### src/inc/bcir_pkg.sv
// constants and types for the boot configuration and identification register bank
package bcir_pkg;
	localparam int ADDR_W = 16;
	localparam int DATA_W = 8;
	// own registers
	localparam logic [15:0] ADDR_BOOT_CTRL = 16'h0000;
	localparam logic [15:0] ADDR_BOOT_MEM = 16'h0001;
	localparam logic [15:0] ADDR_IDENT_0 = 16'h0002;
	localparam logic [15:0] ADDR_IDENT_1 = 16'h0003;
	localparam logic [15:0] ADDR_IDENT_2 = 16'h0004;
	localparam logic [15:0] ADDR_CFG_LOW = 16'h0005;
	localparam logic [15:0] ADDR_BOOT_STAT = 16'h021E;
	// block boundaries, first address of each block; BLK_END is one past the last and is not used by the decode
	localparam logic [15:0] BLK_SERIAL = 16'h0006;
	localparam logic [15:0] BLK_DPLL0 = 16'h0008;
	localparam logic [15:0] BLK_DPLL1 = 16'h003B;
	localparam logic [15:0] BLK_RSVD_LO = 16'h00C9;
	localparam logic [15:0] BLK_IRQ_STAT = 16'h0200;
	localparam logic [15:0] BLK_GLOBAL = 16'h021A;
	localparam logic [15:0] BLK_RSVD_HI = 16'h0220;
	localparam logic [15:0] BLK_END = 16'h0400;
	// field positions
	localparam int RETRY_LSB = 3;
	localparam int RETRY_W = 5;
	localparam int SKIP_OTP_BIT = 1;
	localparam int SKIP_EXT_BIT = 0;
	localparam int TWO_BYTE_BIT = 7;
	localparam int BOOT_MEMORY_BUS_ADDRESS_W = 7;
	localparam int BOOT_FAIL_BIT = 0;
	localparam logic [4:0] RETRY_RESET = 5'h01;
	localparam logic [7:0] ZERO_BYTE = 8'h00;
	typedef enum logic [2:0] {
		BCIR_RGN_OWN,
		BCIR_RGN_SERIAL,
		BCIR_RGN_DPLL0,
		BCIR_RGN_OTHER,
		BCIR_RGN_GLOBAL,
		BCIR_RGN_RSVD
	} bcir_region_t;
	typedef enum {
		BCIR_ST_POWERUP,
		BCIR_ST_OTP,
		BCIR_ST_EXT,
		BCIR_ST_READY
	} bcir_state_t;
endpackage

### src/verilog/bcir_regs.sv
// boot configuration and identification register bank with boot sequencing
`timescale 1ns/1ps
module bcir_regs
	import bcir_pkg::*;
#(
	parameter logic [7:0] DEF_BOOT_CTRL = 8'h08,
	parameter logic [7:0] DEF_BOOT_MEM_ADDR = 8'h50,
	// arbitrary identification values
	parameter logic [3:0] DEF_REVISION = 4'h5,
	parameter logic [15:0] DEF_PART_CODE = 16'h1234,
	parameter logic [10:0] DEF_CFG_CODE = 11'h000
) (
	// clock and reset
	input wire logic clk_sys_i,
	input wire logic rst_i,
	// byte register port from the serial slave
	input wire logic host_wr_i,
	input wire logic host_rd_i,
	input wire logic [15:0] host_addr_i,
	input wire logic [7:0] host_wdata_i,
	output logic [7:0] host_rdata_o,
	output logic host_rvalid_o,
	output logic host_busy_o,
	// forwarding to other register blocks
	input wire logic [7:0] ext_rdata_i,
	output logic ext_wr_o,
	output logic [15:0] ext_addr_o,
	output logic [7:0] ext_wdata_o,
	output bcir_region_t ext_region_o,
	// power-up and one-time memory loader
	input wire logic powerup_done_i,
	input wire logic otp_done_i,
	output logic otp_start_o,
	output logic otp_full_load_o,
	// external memory boot engine
	input wire logic boot_wr_i,
	input wire logic [15:0] boot_addr_i,
	input wire logic [7:0] boot_wdata_i,
	input wire logic boot_done_i,
	input wire logic boot_abort_i,
	output logic boot_start_o,
	output logic [4:0] arbitration_retry_count_o,
	output logic two_byte_offset_mode_o,
	output logic [6:0] boot_memory_bus_address_o,
	output logic boot_load_failed_o
);
	logic [7:0] ctrl_reg, ctrl_next;
	logic [7:0] eep_reg, eep_next;
	logic [7:0] id0_reg, id0_next;
	logic [7:0] id1_reg, id1_next;
	logic [7:0] id2_reg, id2_next;
	logic [7:0] cfg_reg, cfg_next;
	logic fail_reg, fail_next;
	bcir_state_t state_reg, state_next;
	logic [7:0] rdata_reg, rdata_next;
	logic rvalid_reg, rvalid_next;
	logic otp_start_reg, otp_start_next;
	logic boot_start_reg, boot_start_next;
	logic ext_wr_reg, ext_wr_next;
	logic [15:0] ext_addr_reg, ext_addr_next;
	logic [7:0] ext_wdata_reg, ext_wdata_next;
	logic busy;
	logic host_wr_ok;
	logic host_rd_ok;
	bcir_region_t region;

	// address to register block
	function automatic bcir_region_t decode(input logic [15:0] a);
		bcir_region_t r;
		r = BCIR_RGN_RSVD;
		if (a < BLK_SERIAL) begin
			r = BCIR_RGN_OWN;
		end else if (a < BLK_DPLL0) begin
			r = BCIR_RGN_SERIAL;
		end else if (a < BLK_DPLL1) begin
			r = BCIR_RGN_DPLL0;
		end else if (a < BLK_RSVD_LO) begin
			r = BCIR_RGN_OTHER;
		end else if (a < BLK_IRQ_STAT) begin
			r = BCIR_RGN_RSVD;
		end else if (a < BLK_GLOBAL) begin
			r = BCIR_RGN_OTHER;
		end else if (a < BLK_RSVD_HI) begin
			r = BCIR_RGN_GLOBAL;
		end else begin
			r = BCIR_RGN_RSVD;
		end
		return r;
	endfunction

	assign region = decode(host_addr_i);
	assign busy = (state_reg != BCIR_ST_READY);
	assign host_wr_ok = host_wr_i && !busy;
	assign host_rd_ok = host_rd_i && !busy;

	// boot sequencing
	always_comb begin
		state_next = state_reg;
		otp_start_next = 1'b0;
		boot_start_next = 1'b0;
		fail_next = fail_reg;
		unique case (state_reg)
			BCIR_ST_POWERUP: begin
				if (powerup_done_i) begin
					state_next = BCIR_ST_OTP;
					otp_start_next = 1'b1;
				end
			end
			BCIR_ST_OTP: begin
				if (otp_done_i) begin
					if (!ctrl_reg[SKIP_EXT_BIT]) begin
						state_next = BCIR_ST_EXT;
						boot_start_next = 1'b1;
					end else begin
						state_next = BCIR_ST_READY;
					end
				end
			end
			BCIR_ST_EXT: begin
				if (boot_abort_i) begin
					state_next = BCIR_ST_READY;
				end else if (boot_done_i) begin
					state_next = BCIR_ST_READY;
				end
			end
			BCIR_ST_READY: begin
				state_next = BCIR_ST_READY;
			end
		endcase
		// write one clears; a new abort wins over the clear
		if (host_wr_ok && host_addr_i == ADDR_BOOT_STAT && host_wdata_i[BOOT_FAIL_BIT]) begin
			fail_next = 1'b0;
		end
		if (state_reg == BCIR_ST_EXT && boot_abort_i) begin
			fail_next = 1'b1;
		end
	end

	// own register writes
	always_comb begin
		ctrl_next = ctrl_reg;
		eep_next = eep_reg;
		id0_next = id0_reg;
		id1_next = id1_reg;
		id2_next = id2_reg;
		cfg_next = cfg_reg;
		if (host_wr_ok && region == BCIR_RGN_OWN) begin
			unique case (host_addr_i)
				ADDR_BOOT_CTRL: ctrl_next = host_wdata_i;
				ADDR_BOOT_MEM: eep_next = host_wdata_i;
				ADDR_IDENT_0: id0_next = host_wdata_i;
				ADDR_IDENT_1: id1_next = host_wdata_i;
				ADDR_IDENT_2: id2_next = host_wdata_i;
				ADDR_CFG_LOW: cfg_next = host_wdata_i;
				default: ctrl_next = ctrl_reg;
			endcase
		end
	end

	// read path and forwarding
	always_comb begin
		rdata_next = ZERO_BYTE;
		rvalid_next = host_rd_i;
		ext_wr_next = 1'b0;
		ext_addr_next = ext_addr_reg;
		ext_wdata_next = ext_wdata_reg;
		if (host_rd_ok) begin
			unique case (region)
				BCIR_RGN_OWN: begin
					unique case (host_addr_i)
						ADDR_BOOT_CTRL: rdata_next = ctrl_reg;
						ADDR_BOOT_MEM: rdata_next = eep_reg;
						ADDR_IDENT_0: rdata_next = id0_reg;
						ADDR_IDENT_1: rdata_next = id1_reg;
						ADDR_IDENT_2: rdata_next = id2_reg;
						ADDR_CFG_LOW: rdata_next = cfg_reg;
						default: rdata_next = ZERO_BYTE;
					endcase
				end
				BCIR_RGN_GLOBAL: begin
					if (host_addr_i == ADDR_BOOT_STAT) begin
						rdata_next = ext_rdata_i;
						rdata_next[BOOT_FAIL_BIT] = fail_reg;
					end else begin
						rdata_next = ext_rdata_i;
					end
				end
				BCIR_RGN_RSVD: rdata_next = ZERO_BYTE;
				default: rdata_next = ext_rdata_i;
			endcase
		end
		if (busy && boot_wr_i) begin
			ext_wr_next = 1'b1;
			ext_addr_next = boot_addr_i;
			ext_wdata_next = boot_wdata_i;
		end else if (host_wr_ok && region != BCIR_RGN_OWN && region != BCIR_RGN_RSVD) begin
			ext_wr_next = 1'b1;
			ext_addr_next = host_addr_i;
			ext_wdata_next = host_wdata_i;
		end
	end

	always_ff @(posedge clk_sys_i) begin
		if (rst_i) begin
			state_reg <= BCIR_ST_POWERUP;
			ctrl_reg <= {RETRY_RESET, DEF_BOOT_CTRL[RETRY_LSB-1:0]};
			eep_reg <= DEF_BOOT_MEM_ADDR;
			id0_reg <= {DEF_REVISION, DEF_PART_CODE[15:12]};
			id1_reg <= DEF_PART_CODE[11:4];
			id2_reg <= {DEF_PART_CODE[3:0], DEF_CFG_CODE[10:7]};
			cfg_reg <= {DEF_CFG_CODE[6:0], 1'b0};
			fail_reg <= 1'b0;
			rdata_reg <= ZERO_BYTE;
			rvalid_reg <= 1'b0;
			otp_start_reg <= 1'b0;
			boot_start_reg <= 1'b0;
			ext_wr_reg <= 1'b0;
			ext_addr_reg <= '0;
			ext_wdata_reg <= ZERO_BYTE;
		end else begin
			state_reg <= state_next;
			ctrl_reg <= ctrl_next;
			eep_reg <= eep_next;
			id0_reg <= id0_next;
			id1_reg <= id1_next;
			id2_reg <= id2_next;
			cfg_reg <= cfg_next;
			fail_reg <= fail_next;
			rdata_reg <= rdata_next;
			rvalid_reg <= rvalid_next;
			otp_start_reg <= otp_start_next;
			boot_start_reg <= boot_start_next;
			ext_wr_reg <= ext_wr_next;
			ext_addr_reg <= ext_addr_next;
			ext_wdata_reg <= ext_wdata_next;
		end
	end

	assign host_rdata_o = rdata_reg;
	assign host_rvalid_o = rvalid_reg;
	assign host_busy_o = busy;
	assign ext_wr_o = ext_wr_reg;
	assign ext_addr_o = ext_addr_reg;
	assign ext_wdata_o = ext_wdata_reg;
	assign ext_region_o = region;
	assign otp_start_o = otp_start_reg;
	assign otp_full_load_o = !ctrl_reg[SKIP_OTP_BIT];
	assign boot_start_o = boot_start_reg;
	assign arbitration_retry_count_o = ctrl_reg[RETRY_LSB +: RETRY_W];
	assign two_byte_offset_mode_o = eep_reg[TWO_BYTE_BIT];
	assign boot_memory_bus_address_o = eep_reg[BOOT_MEMORY_BUS_ADDRESS_W-1:0];
	assign boot_load_failed_o = fail_reg;
endmodule // bcir_regs

### config.mk
export PLATFORM = sky130hd
export DESIGN_NAME = bcir_regs
export DESIGN_NICKNAME = d
export VERILOG_FILES = /design/src/inc/bcir_pkg.sv /design/src/verilog/bcir_regs.sv
export SDC_FILE = /design/constraint.sdc
export NUM_CORES = 1
export LEC_CHECK = 0
export ABC_AREA = 0
export BUFFER_PORTS_ARGS = -buffer_cell sky130_fd_sc_hd__buf_4
export CAP_MARGIN = 15
export CELL_PAD_IN_SITES_DETAIL_PLACEMENT = 1
export CELL_PAD_IN_SITES_GLOBAL_PLACEMENT = 1
export CORE_UTILIZATION = 38
export DETAILED_ROUTE_END_ITERATION = 12
export PLACE_DENSITY = 0.76
export SETUP_SLACK_MARGIN = 0.05
export SLEW_MARGIN = 20
export SYNTH_ARGS = -nofsm -noshare
export SYNTH_HDL_FRONTEND = slang
export SYNTH_SLANG_ARGS = --single-unit
### constraint.sdc
create_clock -name clk_sys_i -period 2.95 [get_ports clk_sys_i]
set_clock_uncertainty 0.15 [all_clocks]
set_input_delay 0.59 -clock clk_sys_i [delete_from_list [all_inputs] [get_ports clk_sys_i]]
set_output_delay 0.59 -clock clk_sys_i [all_outputs]
set_load 0.03 [all_outputs]
==> metrics.md <==
| Metric | Value |
|---|---|
| Worst Reg2Reg Path Length in Cells | 4 |
| N_diodes | 0 |
| Initial Util | 39.17% |
| Count of flip-flops with a built-in enable after synthesis | 0 |
| Total number of yosys warnings | 0 |
| Area leader, netlist | dfxtp_1 |
| Classification of the worst setup path | input port to output port |
| Wire length after detailed routing | 12,520 µm |
| Power density over cell area | 477.7 nW/µm² |
| Netlist cell types | 45 |
| Flip-flop and latch count after synthesis | 87 |
| Antenna-violating nets left | 0 |
| Longest Clk Path Bufs | 2 |
| Fraction of synthesized cell area taken by the top area cell type | 43.07% |
| Combinational fraction of design power | 13.4% |
| Normalized max-slew margin | 56.43% |
| Launch instance of the worst min-delay path | id1_reg[5]$_SDFFE_PP1P_ |
| IO Count | 120 |
| Static leakage | 2.229 nW |
| Least-Margin Pin Slew | 0.6535 ns |
| Hold Violations, Final | 0 |
| Final Max Slew Viols | 0 |
| Cell count after synthesis | 444 |
| Maxcap violations | 0 |
| Synthesized area divided by synthesized cell count | 9.108 µm² |
| Final hold slack | 0.3207 ns |
| Final TNS setup | 0 ns |
| Final standard cell utilization of the core | 51.24% |
| Critical-path maximum fanout | 6 |
| CP Data Arrival Time | 1.93 ns |
| Number of H-tree levels | 3 |
| Number of global-route vias before repair | 3,882 |
| Portion of total power attributed to the clock network | 38.3% |
| Final worst-path cycle share | 90.42% |
| Number of nets in the layout | 616 |
| Post-CTS Setup Inserts | 0 |
| Leading register cell type out of synthesis | dfxtp_1 |
| Cell depth of the worst min-delay path | 1 |
| Net switching fraction of the power | 26.10% |
| Switching Power | 659.5 µW |
| Number of input and output port buffers inserted | 119 |
| Core outline area | 10,320 µm² |
| Capture point of the worst reg-to-reg path | cfg_reg[0]$_SDFFE_PP0P_ |
| Data required time at the worst endpoint | 2.21 ns |
| Clk root buf | clkbuf_8 |
| Kind of end point of the critical path | output port |
| Violation count after the first detailed-route iteration | 138 |
| Sequential share of power | 48.4% |
| Async S/R FF share, synth | 0% |
| Internal Pwr Total | 1.868 mW |
| Wire length of the first global-routing pass | 20,380 µm |
| Leading cell type in the layout, fill and taps excluded | buf_4 |
| Status | finished, final reports clean |
| Clock Latency Late Sink | 0.36 ns |
| Vert. Die Dim | 105.2 µm |
| Detailed placer's ending HPWL | 9079 µm |
| Top cells by area in the synthesized netlist | dfxtp_1 43%, mux2i_1 11%, nor2_1 6.9%, mux4_2 2.8%, o21ai_0 2.4% |
| CTS sink count | 87 |
| Final number of setup-violating endpoints | 0 |
| Post-Syn Nets | 509 |
| Clock transition at the registers of the reported paths | 0.08 ns |
| Minimum clock period | 2.667 ns |
| Path category of the worst min-delay check | flip-flop to flip-flop |
| Average wire per standard cell | 18.11 µm |
| Number of flip-flops in the largest register | 16 |
| Setup repair after global routing missed its margin | false |
| Setup slack on the worst flop-to-flop path | 0.94 ns |
| Via density per instance | 5.528 |
| TritonRoute pass-1 iters | 4 |
| Clock tree from TritonCTS | built |
| Synthesized cell area | 4044 µm² |
| Largest net degree at the start of global routing | 56 |
| Global routing usage summed across all routing layers | 23.31% |
| Endpoint, Worst Hold | id1_reg[5]$_SDFFE_PP1P_ |
| CTS resizes | 0 |
| Post-route DRC violation count | 0 |
| Hold-fix buffers at CTS | 0 |
| Share of final-layout standard cells stronger than drive strength 1 | 30.99% |
| Number of core rows | 37 |
| Worst R2R Start | state_reg[1]$_SDFFE_PP0P_ |
| Overall via count from detail_route | 3,820 |
| Maximum clock frequency | 374.9 MHz |
| Top library cells by usage in the layout, fill and taps aside | 137 x buf_4, 87 x dfxtp_1, 74 x nor2_1 |
| Overall die area | 11,060 µm² |
| GP Congestion | 0.8268 |
| Peak supply drop | 0.0002358 V |
| Global route total overflow | 0 |
| Cts bufs inserted | 9 |
| Die width | 105.2 µm |
| Synth-to-Final Area Change | 30.82% |
| Type of element launching the critical path | input port |
| Portion of the post-synthesis area used by sequential elements | 43.07% |
| Number of antenna violations at the first check in global routing | 0 |
-- cell families after synthesis --
group / count (synthesis) / synth area share, %
simple gates: 144 / 18.07
compound gates: 106 / 17.85
flops: 87 / 43.07
mux: 55 / 15.35
buf+inv: 52 / 5.662
-- power groups by stage --
stage / sequential (mW) / clock (mW) / combinational (mW)
detailed placement: 1.25 / 0 / 0.339
finish: 1.22 / 0.967 / 0.338
CTS: 1.22 / 0.977 / 0.341
global route: 1.23 / 1.03 / 0.364
floorplan: 1.30 / 0 / 0.128
global placement: 1.25 / 0 / 0.333
-- Yosys cell counts (10+ instances only) --
cell      count
a211o_1      10
a211oi_1     11
a21oi_1      13
a22oi_1      12
a31oi_1      11
clkbuf_1     24
dfxtp_1      87
inv_1        11
mux2i_1      44
nand2_1      19
nand3_1      11
nor2_1       74
o21ai_0      19
-- through the flow --
| stage | cells | power (mW) | instance area (µm²) | worst slack, ns |
|---|---|---|---|---|
| after CTS | 691 | 2.540 | 5290 | 0.2856 |
| final | 691 | 2.527 | 5290 | 0.2827 |
| after floorplan | 444 | 1.423 | 4044 | 0.2500 |
| after global placement | 676 | 1.581 | 5061 | 0.2713 |
| after detailed placement | 676 | 1.589 | 5061 | 0.2096 |
| after global routing | 691 | 2.619 | 5290 | 0.2080 |
-- worst max-delay path: stages --
cell	delay [ns]
buf_4	0.12
nor4_4	0.45
nand4_1	0.29
o22ai_1	0.27
buf_4	0.21
-- routing by layer --
layer / wire length, µm / track usage, % / part of all wire [%] / up-vias
li1: - / - / - / 1814
met1: 5675 / 30.21 / 45 / 1898
met2: 6194 / 40.40 / 49 / 101
met3: 565 / 3.993 / 4.5 / 7
met4: 79 / 5.131 / 0.63 / 0
met5: 0 / 0 / 0 / -
-- final cells by class --
cell class | count | area, µm²
clock buffer | 11 | 151.4
clock inverter | 4 | 77.57
fill | 1242 | 5034
inverter | 11 | 41.29
multi-input combinational | 305 | 2079
sequential | 87 | 1742
tap | 136 | 170.2
timing repair buffer | 137 | 1028
-- worst max-delay path by stage --
stage	depth (start not counted)	slack (ns)	start	to
after floorplan	7	0.25	host_addr_i[0]	ext_region_o[0]
after CTS	5	0.29	host_addr_i[13]	ext_region_o[1]
after detailed placement	6	0.21	host_addr_i[5]	ext_addr_o[2]$_SDFFE_PP0P_
after global placement	6	0.27	host_addr_i[13]	cfg_reg[6]$_SDFFE_PP0P_
after global routing	5	0.21	host_addr_i[13]	ext_region_o[1]
final	5	0.28	host_addr_i[13]	ext_region_o[1]
Power figures use the tool's default switching activity.
